File: src/rtl/eccp_defines.svh
// Register offsets, field positions, reset values and timing figures of the ECCP unit
`ifndef ECCP_DEFINES_SVH
`define ECCP_DEFINES_SVH

`define ECCP_ADDR_W 8
`define ECCP_OFF_CONTROL 8'h00
`define ECCP_OFF_DUTY_BYTE 8'h04
`define ECCP_OFF_PERIOD 8'h08
`define ECCP_OFF_COMPARE 8'h0C
`define ECCP_OFF_STATUS 8'h10
`define ECCP_OFF_CAPTURE 8'h14
`define ECCP_OFF_SHADOW 8'h18

`define ECCP_CTRL_RESET 8'h00
`define ECCP_BYTE_RESET 8'h00
`define ECCP_WORD_RESET 16'h0000

`define ECCP_MODE_OFF 4'h0
`define ECCP_MODE_RSVD 4'h1
`define ECCP_MODE_CMP_TOGGLE 4'h2
`define ECCP_MODE_CAP_ANY 4'h3
`define ECCP_MODE_CAP_FALL 4'h4
`define ECCP_MODE_CAP_RISE 4'h5
`define ECCP_MODE_CAP_RISE4 4'h6
`define ECCP_MODE_CAP_RISE16 4'h7
`define ECCP_MODE_CMP_SET 4'h8
`define ECCP_MODE_CMP_CLR 4'h9
`define ECCP_MODE_CMP_IRQ 4'hA
`define ECCP_MODE_CMP_SPECIAL 4'hB

`define ECCP_OC_SINGLE 2'h0
`define ECCP_OC_FWD 2'h1
`define ECCP_OC_HALF 2'h2
`define ECCP_OC_REV 2'h3
`define ECCP_EMB_12BIT 2'h1

`define ECCP_PRESC_4 4'h3
`define ECCP_PRESC_16 4'hF
`define ECCP_FINE_LAST 2'h3

`define ECCP_RESP_OKAY 2'h0
`define ECCP_RESP_SLVERR 2'h2

`define ECCP_LOC_FIRST 2'h0
`define ECCP_LOC_SECOND 2'h1
`define ECCP_LOC_THIRD 2'h2

`endif

File: src/rtl/eccp_pkg.sv
// Types of the ECCP mode decoding and output steering unit
package eccp_pkg;

    typedef enum logic [3:0] {
        ECCP_ST_OFF = 4'b0001,
        ECCP_ST_CAPTURE = 4'b0010,
        ECCP_ST_COMPARE = 4'b0100,
        ECCP_ST_PWM = 4'b1000
    } eccp_unit_state_type;

    typedef struct packed {
        eccp_unit_state_type ustate;
        logic [7:0] ctrl;
        logic [7:0] duty_byte;
        logic [7:0] period;
        logic [15:0] cmp_val;
        logic [15:0] cap_val;
        logic match_flag;
        logic [9:0] shadow;
        logic [9:0] tb;
        logic pwm_raw;
        logic cmp_pin;
        logic cmp_eq_d;
        logic cap_d;
        logic [3:0] presc;
        logic [3:0] prev_mode;
        logic out_a;
        logic out_b;
        logic out_c;
        logic out_d;
        logic a_en;
        logic b_en;
        logic c_en;
        logic d_en;
        logic bc_alt;
        logic [1:0] a_loc;
        logic d_takeover;
        logic tmr_reset;
        logic adc_start;
        logic awready;
        logic wready;
        logic bvalid;
        logic [1:0] bresp;
        logic arready;
        logic rvalid;
        logic [1:0] rresp;
        logic [31:0] rdata;
    } eccp_state_type;

endpackage

File: src/rtl/eccp_unit.sv
// ECCP unit: mode decode, compare/capture/PWM core and output pin steering behind AXI4-Lite
`timescale 1ns/1ps
`include "eccp_defines.svh"

// Behaviour
// - Mode 0000 switches the unit off and resets it; 0001 is reserved.
// - Mode 0010 toggles output A on every compare match.
// - Capture modes pick any, falling, rising, every 4th or 16th rising edge.
// - Mode 1000 starts output A low, drives it high on match, sets flag.
// - Mode 1001 starts output A high, drives it low on match, sets flag.
// - Mode 1010 only raises the match flag; output A returns to port.
// - Mode 1011 resets the compare timer, sets flag; unit two also starts conversion.
// - On unit three the special-event code behaves as interrupt-only compare.
// - Modes 11xx are PWM; bit1 inverts A and C, bit0 inverts B and D.
// - Outside PWM the output configuration is ignored; only A serves the unit.
// - PWM configuration 00 modulates A only; B, C, D stay port pins.
// - Configuration 01 modulates D, holds A active, B and C inactive.
// - Configuration 10 modulates A and B complementary; C, D stay port pins.
// - Configuration 11 modulates B, holds C active, A and D inactive.
// - Control bits 5:4 are the duty low bits, used only in PWM.
// - Active extended bus on default routing takes B and C of units one, three.
// - A 12-bit bus width leaves B and C of units one and three usable.
// - Clearing the bridge pin select moves B and C of units one and three to the alternate port.
// - Unit two output A sits at first location, second when select cleared.
// - On 80-pin parts in extended mode the cleared select uses third location.
// - Quad PWM on units one, three takes over a standard unit's pin.
// - New duty reaches the shadow only at the end of the PWM period.
// - Duty above the period never clears the modulated output.
module eccp_unit #(
    parameter int UNIT_INDEX = 1,
    parameter bit PIN_COUNT_80 = 1'b1
) (
    input wire logic clk_in,
    input wire logic rst_n_in,
    input wire logic s_axi_awvalid_in,
    output logic s_axi_awready_out,
    input wire logic [`ECCP_ADDR_W-1:0] s_axi_awaddr_in,
    input wire logic [2:0] s_axi_awprot_in,
    input wire logic s_axi_wvalid_in,
    output logic s_axi_wready_out,
    input wire logic [31:0] s_axi_wdata_in,
    input wire logic [3:0] s_axi_wstrb_in,
    output logic s_axi_bvalid_out,
    input wire logic s_axi_bready_in,
    output logic [1:0] s_axi_bresp_out,
    input wire logic s_axi_arvalid_in,
    output logic s_axi_arready_out,
    input wire logic [`ECCP_ADDR_W-1:0] s_axi_araddr_in,
    input wire logic [2:0] s_axi_arprot_in,
    output logic s_axi_rvalid_out,
    input wire logic s_axi_rready_in,
    output logic [31:0] s_axi_rdata_out,
    output logic [1:0] s_axi_rresp_out,
    input wire logic [15:0] compare_timer_in,
    input wire logic capture_pin_in,
    input wire logic bridge_pin_select_in,
    input wire logic unit_two_pin_select_in,
    input wire logic [1:0] memory_bus_mode_in,
    input wire logic extended_mode_in,
    input wire logic memory_bus_active_in,
    output logic output_a_out,
    output logic output_b_out,
    output logic output_c_out,
    output logic output_d_out,
    output logic output_a_en_out,
    output logic output_b_en_out,
    output logic output_c_en_out,
    output logic output_d_en_out,
    output logic bc_on_alternate_port_out,
    output logic [1:0] output_a_location_out,
    output logic d_takes_standard_pin_out,
    output logic timer_reset_out,
    output logic conversion_start_out,
    output logic match_flag_out
);

    initial begin
        if (UNIT_INDEX < 1 || UNIT_INDEX > 3) begin
            $error("UNIT_INDEX must be 1, 2 or 3");
        end
    end

    eccp_pkg::eccp_state_type s;
    eccp_pkg::eccp_state_type next_s;
    eccp_pkg::eccp_unit_state_type st;
    logic [3:0] mode;
    logic [1:0] oc;
    logic cmp_eq;
    logic match_ev;
    logic rise;
    logic fall;
    logic cap_ev;
    logic wrap;
    logic bc_blocked;
    logic wr_go;
    logic rd_go;
    logic period_write;
    logic a_v;
    logic b_v;
    logic c_v;
    logic d_v;

    always_comb begin
        next_s = s;
        mode = s.ctrl[3:0];
        if (UNIT_INDEX == 3 && mode == `ECCP_MODE_CMP_SPECIAL) begin
            mode = `ECCP_MODE_CMP_IRQ;
        end
        case (mode[3:2])
            2'b11: st = eccp_pkg::ECCP_ST_PWM;
            2'b10: st = eccp_pkg::ECCP_ST_COMPARE;
            2'b01: st = eccp_pkg::ECCP_ST_CAPTURE;
            default: begin
                if (mode == `ECCP_MODE_CMP_TOGGLE) begin
                    st = eccp_pkg::ECCP_ST_COMPARE;
                end else if (mode == `ECCP_MODE_CAP_ANY) begin
                    st = eccp_pkg::ECCP_ST_CAPTURE;
                end else begin
                    st = eccp_pkg::ECCP_ST_OFF;
                end
            end
        endcase
        next_s.ustate = st;
        next_s.prev_mode = mode;

        // Bus on default routing steals B and C unless the 12-bit width is chosen
        bc_blocked = UNIT_INDEX != 2 && extended_mode_in && memory_bus_active_in && bridge_pin_select_in
            && memory_bus_mode_in != `ECCP_EMB_12BIT;
        oc = s.ctrl[7:6];
        if (bc_blocked) begin
            oc = `ECCP_OC_SINGLE;
        end

        cmp_eq = compare_timer_in == s.cmp_val;
        match_ev = st == eccp_pkg::ECCP_ST_COMPARE && cmp_eq && !s.cmp_eq_d;
        next_s.cmp_eq_d = cmp_eq;
        rise = capture_pin_in && !s.cap_d;
        fall = !capture_pin_in && s.cap_d;
        next_s.cap_d = capture_pin_in;

        // AXI4-Lite handshakes: ready is a one-cycle pulse, one transfer at a time
        wr_go = s.awready && s_axi_awvalid_in && s_axi_wvalid_in;
        rd_go = s.arready && s_axi_arvalid_in;
        next_s.awready = s_axi_awvalid_in && s_axi_wvalid_in && !s.awready && !s.bvalid;
        next_s.wready = next_s.awready;
        next_s.arready = s_axi_arvalid_in && !s.arready && !s.rvalid;
        if (s.bvalid && s_axi_bready_in) begin
            next_s.bvalid = 1'b0;
        end
        if (s.rvalid && s_axi_rready_in) begin
            next_s.rvalid = 1'b0;
        end
        period_write = 1'b0;
        if (wr_go) begin
            next_s.bvalid = 1'b1;
            next_s.bresp = `ECCP_RESP_OKAY;
            case (s_axi_awaddr_in)
                `ECCP_OFF_CONTROL: begin
                    if (s_axi_wstrb_in[0]) begin
                        next_s.ctrl = s_axi_wdata_in[7:0];
                    end
                end
                `ECCP_OFF_DUTY_BYTE: begin
                    if (s_axi_wstrb_in[0]) begin
                        next_s.duty_byte = s_axi_wdata_in[7:0];
                    end
                end
                `ECCP_OFF_PERIOD: begin
                    if (s_axi_wstrb_in[0]) begin
                        next_s.period = s_axi_wdata_in[7:0];
                        period_write = 1'b1;
                    end
                end
                `ECCP_OFF_COMPARE: begin
                    if (s_axi_wstrb_in[0]) begin
                        next_s.cmp_val[7:0] = s_axi_wdata_in[7:0];
                    end
                    if (s_axi_wstrb_in[1]) begin
                        next_s.cmp_val[15:8] = s_axi_wdata_in[15:8];
                    end
                end
                `ECCP_OFF_STATUS: begin
                    if (s_axi_wstrb_in[0] && s_axi_wdata_in[0]) begin
                        next_s.match_flag = 1'b0;
                    end
                end
                `ECCP_OFF_CAPTURE, `ECCP_OFF_SHADOW: begin
                    next_s.bresp = `ECCP_RESP_OKAY;
                end
                default: next_s.bresp = `ECCP_RESP_SLVERR;
            endcase
        end
        if (rd_go) begin
            next_s.rvalid = 1'b1;
            next_s.rresp = `ECCP_RESP_OKAY;
            next_s.rdata = 32'h0000_0000;
            case (s_axi_araddr_in)
                `ECCP_OFF_CONTROL: next_s.rdata[7:0] = s.ctrl;
                `ECCP_OFF_DUTY_BYTE: next_s.rdata[7:0] = s.duty_byte;
                `ECCP_OFF_PERIOD: next_s.rdata[7:0] = s.period;
                `ECCP_OFF_COMPARE: next_s.rdata[15:0] = s.cmp_val;
                `ECCP_OFF_STATUS: next_s.rdata[0] = s.match_flag;
                `ECCP_OFF_CAPTURE: next_s.rdata[15:0] = s.cap_val;
                `ECCP_OFF_SHADOW: next_s.rdata[9:0] = s.shadow;
                default: next_s.rresp = `ECCP_RESP_SLVERR;
            endcase
        end

        // Capture trigger
        cap_ev = 1'b0;
        if (mode != s.prev_mode) begin
            next_s.presc = 4'h0;
        end else if (st == eccp_pkg::ECCP_ST_CAPTURE) begin
            case (mode)
                `ECCP_MODE_CAP_ANY: cap_ev = rise || fall;
                `ECCP_MODE_CAP_FALL: cap_ev = fall;
                `ECCP_MODE_CAP_RISE: cap_ev = rise;
                `ECCP_MODE_CAP_RISE4, `ECCP_MODE_CAP_RISE16: begin
                    if (rise) begin
                        if (s.presc == (mode == `ECCP_MODE_CAP_RISE4 ? `ECCP_PRESC_4 : `ECCP_PRESC_16)) begin
                            cap_ev = 1'b1;
                            next_s.presc = 4'h0;
                        end else begin
                            next_s.presc = s.presc + 4'h1;
                        end
                    end
                end
                default: cap_ev = 1'b0;
            endcase
        end
        if (cap_ev) begin
            next_s.cap_val = compare_timer_in;
        end

        // Compare actions
        next_s.tmr_reset = 1'b0;
        next_s.adc_start = 1'b0;
        if (mode != s.prev_mode) begin
            next_s.cmp_pin = mode == `ECCP_MODE_CMP_CLR;
        end else if (match_ev) begin
            case (mode)
                `ECCP_MODE_CMP_TOGGLE: next_s.cmp_pin = !s.cmp_pin;
                `ECCP_MODE_CMP_SET: next_s.cmp_pin = 1'b1;
                `ECCP_MODE_CMP_CLR: next_s.cmp_pin = 1'b0;
                `ECCP_MODE_CMP_SPECIAL: begin
                    next_s.tmr_reset = 1'b1;
                    next_s.adc_start = UNIT_INDEX == 2;
                end
                default: next_s.cmp_pin = s.cmp_pin;
            endcase
        end
        // Set wins over a same-cycle software clear
        if (cap_ev || (match_ev && mode != `ECCP_MODE_CMP_TOGGLE)) begin
            next_s.match_flag = 1'b1;
        end

        // PWM timebase: 8-bit period plus 2 fine bits gives 10-bit duty resolution
        // Also catches a count left above a period shortened mid-count
        wrap = s.tb >= {s.period, `ECCP_FINE_LAST};
        if (st == eccp_pkg::ECCP_ST_PWM) begin
            if (wrap) begin
                next_s.tb = 10'h000;
                next_s.shadow = {s.duty_byte, s.ctrl[5:4]};
            end else begin
                next_s.tb = s.tb + 10'h001;
            end
            // Duty above the period keeps the output set all period
            next_s.pwm_raw = next_s.tb < next_s.shadow;
        end else begin
            next_s.tb = 10'h000;
            next_s.pwm_raw = 1'b0;
        end

        // Output steering
        a_v = 1'b0;
        b_v = 1'b0;
        c_v = 1'b0;
        d_v = 1'b0;
        next_s.a_en = 1'b0;
        next_s.b_en = 1'b0;
        next_s.c_en = 1'b0;
        next_s.d_en = 1'b0;
        next_s.d_takeover = 1'b0;
        case (st)
            eccp_pkg::ECCP_ST_PWM: begin
                case (oc)
                    `ECCP_OC_FWD: begin
                        a_v = 1'b1;
                        d_v = s.pwm_raw || next_s.pwm_raw ? next_s.pwm_raw : 1'b0;
                        {next_s.a_en, next_s.b_en, next_s.c_en, next_s.d_en} = 4'hF;
                        next_s.d_takeover = UNIT_INDEX != 2;
                    end
                    `ECCP_OC_HALF: begin
                        a_v = next_s.pwm_raw;
                        b_v = !next_s.pwm_raw;
                        {next_s.a_en, next_s.b_en} = 2'h3;
                    end
                    `ECCP_OC_REV: begin
                        b_v = next_s.pwm_raw;
                        c_v = 1'b1;
                        {next_s.a_en, next_s.b_en, next_s.c_en, next_s.d_en} = 4'hF;
                        next_s.d_takeover = UNIT_INDEX != 2;
                    end
                    default: begin
                        a_v = next_s.pwm_raw;
                        next_s.a_en = 1'b1;
                    end
                endcase
                // Polarity applies to driven and held-inactive levels alike
                next_s.out_a = a_v ^ mode[1];
                next_s.out_c = c_v ^ mode[1];
                next_s.out_b = b_v ^ mode[0];
                next_s.out_d = d_v ^ mode[0];
            end
            eccp_pkg::ECCP_ST_COMPARE: begin
                next_s.a_en = mode != `ECCP_MODE_CMP_IRQ;
                next_s.out_a = next_s.cmp_pin;
                next_s.out_b = 1'b0;
                next_s.out_c = 1'b0;
                next_s.out_d = 1'b0;
            end
            default: begin
                next_s.out_a = 1'b0;
                next_s.out_b = 1'b0;
                next_s.out_c = 1'b0;
                next_s.out_d = 1'b0;
            end
        endcase
        if (st == eccp_pkg::ECCP_ST_OFF) begin
            next_s.cmp_pin = 1'b0;
            next_s.shadow = 10'h000;
            next_s.presc = 4'h0;
        end

        // Pin routing
        next_s.bc_alt = UNIT_INDEX != 2 && !bridge_pin_select_in;
        if (UNIT_INDEX != 2 || unit_two_pin_select_in) begin
            next_s.a_loc = `ECCP_LOC_FIRST;
        end else if (PIN_COUNT_80 && extended_mode_in) begin
            next_s.a_loc = `ECCP_LOC_THIRD;
        end else begin
            next_s.a_loc = `ECCP_LOC_SECOND;
        end
    end

    always_ff @(posedge clk_in or negedge rst_n_in) begin
        if (!rst_n_in) begin
            s <= '0;
            s.ustate <= eccp_pkg::ECCP_ST_OFF;
        end else begin
            s <= next_s;
        end
    end

    assign s_axi_awready_out = s.awready;
    assign s_axi_wready_out = s.wready;
    assign s_axi_bvalid_out = s.bvalid;
    assign s_axi_bresp_out = s.bresp;
    assign s_axi_arready_out = s.arready;
    assign s_axi_rvalid_out = s.rvalid;
    assign s_axi_rdata_out = s.rdata;
    assign s_axi_rresp_out = s.rresp;
    assign output_a_out = s.out_a;
    assign output_b_out = s.out_b;
    assign output_c_out = s.out_c;
    assign output_d_out = s.out_d;
    assign output_a_en_out = s.a_en;
    assign output_b_en_out = s.b_en;
    assign output_c_en_out = s.c_en;
    assign output_d_en_out = s.d_en;
    assign bc_on_alternate_port_out = s.bc_alt;
    assign output_a_location_out = s.a_loc;
    assign d_takes_standard_pin_out = s.d_takeover;
    assign timer_reset_out = s.tmr_reset;
    assign conversion_start_out = s.adc_start;
    assign match_flag_out = s.match_flag;
endmodule // eccp_unit

File: config.mk
export PLATFORM = sky130hd
export DESIGN_NAME = eccp_unit
export DESIGN_NICKNAME = d
export VERILOG_FILES = /design/src/rtl/eccp_pkg.sv /design/src/rtl/eccp_unit.sv
export VERILOG_INCLUDE_DIRS = /design/src /design/src/rtl
export SDC_FILE = /design/constraint.sdc
export NUM_CORES = 1
export LEC_CHECK = 0
export ABC_AREA = 0
export CAP_MARGIN = 10
export CORE_MARGIN = 4
export CORE_UTILIZATION = 62
export CTS_CLUSTER_SIZE = 12
export DETAILED_ROUTE_END_ITERATION = 8
export DONT_BUFFER_PORTS = 1
export PLACE_DENSITY = 0.75
export SLEW_MARGIN = 0
export SYNTH_ARGS = -nofsm -noshare
export SYNTH_HDL_FRONTEND = slang
export SYNTH_SLANG_ARGS = --single-unit
File: constraint.sdc
create_clock -name clk_in -period 4.11 [get_ports clk_in]
set_input_delay 0.411 -clock clk_in [delete_from_list [all_inputs] [get_ports clk_in]]
set_output_delay 0.411 -clock clk_in [all_outputs]
set_load 0.02 [all_outputs]
Word level (Yosys, flattened, before mapping)
Index checks and enable logic that the tools add are counted.
{ "word_totals": {"regBits": 125, "out_inout_bits": 56, "elab_cells": 194} }
{ "classes": {"n_addsub": 2, "order_cmp": 2, "n_eq_ne": 37, "muxes": 60, "n_bitwise": 4, "reduce_logical": 55} }
{ "ops": {"columns": ["cell", "count"], "rows": [
  ["two-way mux 10 bit", 6],
  ["equality test 8 x 5 -> 1 bit (second input constant)", 6],
  ["case mux 7 bit (6 select lines)", 1],
  ["two-way mux 35 bit", 1],
  ["equality test 8 x 4 -> 1 bit (second input constant)", 4],
  ["two-way mux 4 bit", 7],
  ["two-way mux 1 bit", 23],
  ["AND reduction 3 bit", 7],
  ["equality test 4 x 3 -> 1 bit (second input constant)", 5],
  ["logical AND 1 bit", 19],
  ["equality test 16 bit", 1],
  ["equality test 4 bit (second input constant)", 4],
  ["equality test 8 x 3 -> 1 bit (second input constant)", 2],
  ["zero test 8 bit", 2],
  ["two-way mux 2 bit", 8],
  ["OR reduction 7 bit", 2],
  ["equality test 4 x 2 -> 1 bit (second input constant)", 3],
  ["case mux 4 bit (3 select lines)", 1],
  ["case mux 6 bit (2 select lines)", 1],
  ["nonzero test 2 bit", 6],
  ["two-way mux 11 bit", 1],
  ["adder 10 x 1 -> 10 bit (second input constant)", 1],
  ["greater-or-equal comparator 10 bit", 1],
  ["zero test 1 bit", 10],
  ["other kinds (22)", 38]
]} }

Logic depth before layout (Yosys ltp)
{ "depth": {"ltp_word": 14, "ltp_mapped": 16, "ltp_nobuf": 14} }

Worst setup path before layout
Ideal clock, no wire load.
{ "synth_path": {"path_type": "register to register", "start": "reg s[72] in the netlist's numbering", "end": "reg s, in the netlist output_d_out", "setup_ns": 0.132, "arrival_ns": 3.435, "required_time_ns": 3.978, "slack_ns": 0.543, "path_stages_with_launch": 16, "path_buffers": 2, "cell_sequence": "dfrtp_1 -> ha_1 -> o21a_1 -> nor3_1 -> o31ai_1 -> buf_4 -> buf_1 -> nor2_1 -> ha_1 -> a211oi_1 -> nor2_1 -> a2111oi_2 -> nand2_1 -> nor4_1 -> xnor2_1 -> nor2_1"} }
{ "synth_rtl": {"columns": ["element", "line_no", "text"], "rows": [
  ["from (decl)", "eccp_unit.sv:83", "eccp_pkg::eccp_state_type s;"],
  ["from (signal assigned)", "eccp_unit.sv:351", "s <= next_s;"]
]} }

==> run metrics <==
all-layer global routing usage=26.1%; maximum vdd drop=0.271 mV; Pwr Total=2760 uW; Netlist cell types=58; vias in the first global route=4,703; TritonCTS buffer count=17; final WL=14.7 mm; clock-pin slew on the worst setup and hold paths=0.06 ns; hold_buf cts=8; Final setup viols=0; I/O Buffers=0; Arrival @ worst endpoint=4.15 ns; diode count=0; PD cells=394 mW/mm^2; CORE AREA=0.00991 sq mm; vias per cell=6.26; first-pass GRT wire length=23.7 mm; setup TNS=0 ns; final number of hold-violating endpoints=0; site row count=36; EDFF count, synth=0; Flop pwr share=43.6%; top cells by area, synth=dfrtp_1, mux2_2, buf_4, ha_1, xnor2_1; asr flop ratio synth=100%; Final Slew Violations=0; GR Overflow Total=0; Leak=0.00314 uW; nets@finish=698; Sw Share=23.8%; Final min period=3.73 ns; synthesized area=0.00642 sq mm; Resized Gates After CTS=0; NetSw=657 uW; height of the die=110 um; Max Clk Rate=0.268 GHz; synth cell count leaders=dfrtp_1, nand2_1, mux2_2; startpoint types=register; Layout area overhead=9.08%; CTS tree=built; Main synth FF type=dfrtp_1; DP Wirelength=10.4 mm; proportion of layout cells with a drive suffix above 1=18.4%; internal power=2100 uW; WL/cell=20.1 um; syn_area_per_cell=10.7 sq um; GPL Wtd Cong=0.862; H-tree depth=4; required time worst endpoint=4.52 ns; placed insts=695; die width=110 um; # Post-CTS Setup Buffers=0; RSZ-0062 raised after global routing=no; relative slew slack=16.6%; Clock Latency Late Sink=0.53 ns; antenna viol nets, final=0; worst-case clock buffer depth=2; HP Class=in2reg; Initial DRC Count=349; CP endpoint kind=register; DRT Pass-1 Iters=5; final cell count without fillers=735; count leader, synth=dfrtp_1; Yosys warning total=0; final core utilization=70.7%; WHS=0.0295 ns; Yosys reg bits=119; Post-route DRC=0; I/O pin cnt=144; initial antenna violation count=0; Gate Count Post-Synth=598; filler cell count in the final layout=695; register area share after synthesis=46.4%; crit-path max FO=15; root buf cell=clkbuf_8; initial core utilization=64.8%; Via Count=4,599; period utilization=90.9%; Die Area=0.0121 sq mm; Tightest Pin Transition=1.24 ns; leading area contributor after synthesis=dfrtp_1; largest net degree at the start of global routing=120; clock skew=0.00541 ns; top-area cell type share of the netlist area=46.4%; max cap viols=0; run status=completed; Logic pwr share=3.3%; clock sink count=119; kind of critical path=reg2reg; clock share of power=53.1%
==> registers in the layout, summed over array words and instances (netlist names) <==
register / count
mode: 4
output_b_out: 1
s: 83
timer_reset_out: 1
output_a_en_out: 1
s_axi_wready_out: 1
match_flag_out: 1
s_axi_arready_out: 1
s_axi_rdata_out: 16
s_axi_bvalid_out: 1
output_d_out: 1
output_b_en_out: 1
output_c_out: 1
output_c_en_out: 1
output_a_out: 1
bc_on_alternate_port_out: 1
s_axi_rresp_out: 1
s_axi_rvalid_out: 1
s_axi_bresp_out: 1
==> routing by layer <==
| layer | vias to the layer above | part of all wire [%] | GRT usage, % |
|---|---|---|---|
| met4 | 0 | 1.8 | 9.53 |
| met3 | 28 | 7.4 | 7.22 |
| li1 | 2077 | - | - |
| met1 | 2301 | 41 | 33.9 |
| met2 | 193 | 50 | 41.9 |
| met5 | - | 0 | 0 |
==> final cells by class <==
cell class	instances	area [sq um]	share of cell area [%]
well taps	133	166	2.38
clock inverters	14	161	2.30
flip-flops and latches	119	2980	42.5
clock buffers	18	428	6.11
repair buffers	15	150	2.14
multi-input cells	419	3060	43.7
inverters	17	63.8	0.911
==> power by group through the flow <==
stage	Combinational [uW]	Clock, uW	Sequential, uW
2_1_floorplan	78.1	0	1220
3_3_place_gp	57.0	0	1220
6_report	90.1	1470	1200
3_5_place_dp	58.5	0	1220
5_1_grt	102	1540	1200
4_1_cts	90.9	1480	1200
==> cell families (layout without fill, tap and decap cells) <==
| family | count (synthesis) | count (layout) | share of synthesized area, % |
|---|---|---|---|
| AO/OA/AOI/OAI | 112 | 112 | 12.3 |
| XOR/XNOR | 32 | 32 | 4.36 |
| adder cells (fa/ha/maj) | 21 | 21 | 4.09 |
| buffers and inverters | 80 | 64 | 7.40 |
| flip-flops | 119 | 119 | 46.4 |
| multiplexers | 69 | 69 | 12.4 |
| other | 1 | 21 | 0.0584 |
| AND/OR/NAND/NOR | 164 | 164 | 13.1 |
==> critical path, cell delays in order (launching register included) <==
cell and delay, ns:
dfrtp_1 0.42, ha_1 0.23, or3_1 0.39, a221oi_2 0.28
o31ai_4 0.10, buf_4 0.24, mux2i_1 0.25, ha_1 0.29
nand4_1 0.14, nor3_1 0.10, a2111oi_2 0.46, nand2_1 0.17
nor4_1 0.35, xnor2_1 0.16, nor2_1 0.05
==> layout by cell type, fill, tap and decap left out, drive strengths merged, types with 7 or more instances in the layout <==
cell type      n
nor3          28
a211oi         9
o21ai         25
nand3         13
nand2         49
a21oi         22
a22oi         22
dfrtp        119
nor2          39
clkbuf        18
ha            21
mux2          56
xor2           7
buf            8
conb          21
inv           23
xnor2         25
a221oi         9
nand4          8
mux2i         13
dlygate4sd3    7
==> metrics by stage <==
| step | instance area, sq um | worst slack [ns] |
|---|---|---|
| finish | 7010 | 0.375 |
| global route | 7010 | 0.125 |
| global placement | 6320 | 0.473 |
| CTS | 7010 | 0.369 |
| detailed placement | 6320 | 0.413 |
| floorplan | 6500 | 0.543 |
==> final timing paths <==
kind | from | end | slack, ns | cells past startpoint
max reg2reg | s[72]$_DFF_PN0_ | output_d_out$_DFF_PN0_ | 0.38 | 14
min in group asynchronous | rst_n_in | timer_reset_out$_DFF_PN0_ | 0.47 | 2
min reg2reg | s[89]$_DFFE_PN0P_ | s[89]$_DFFE_PN0P_ | 0.51 | 1
min | compare_timer_in[9] | s[97]$_DFFE_PN0P_ | 0.03 | 1
max in group asynchronous | rst_n_in | s[117]$_DFFE_PN0P_ | 3.13 | 2
max | s[72]$_DFF_PN0_ | output_d_out$_DFF_PN0_ | 0.38 | 14
(Power assumes the default switching activity.)
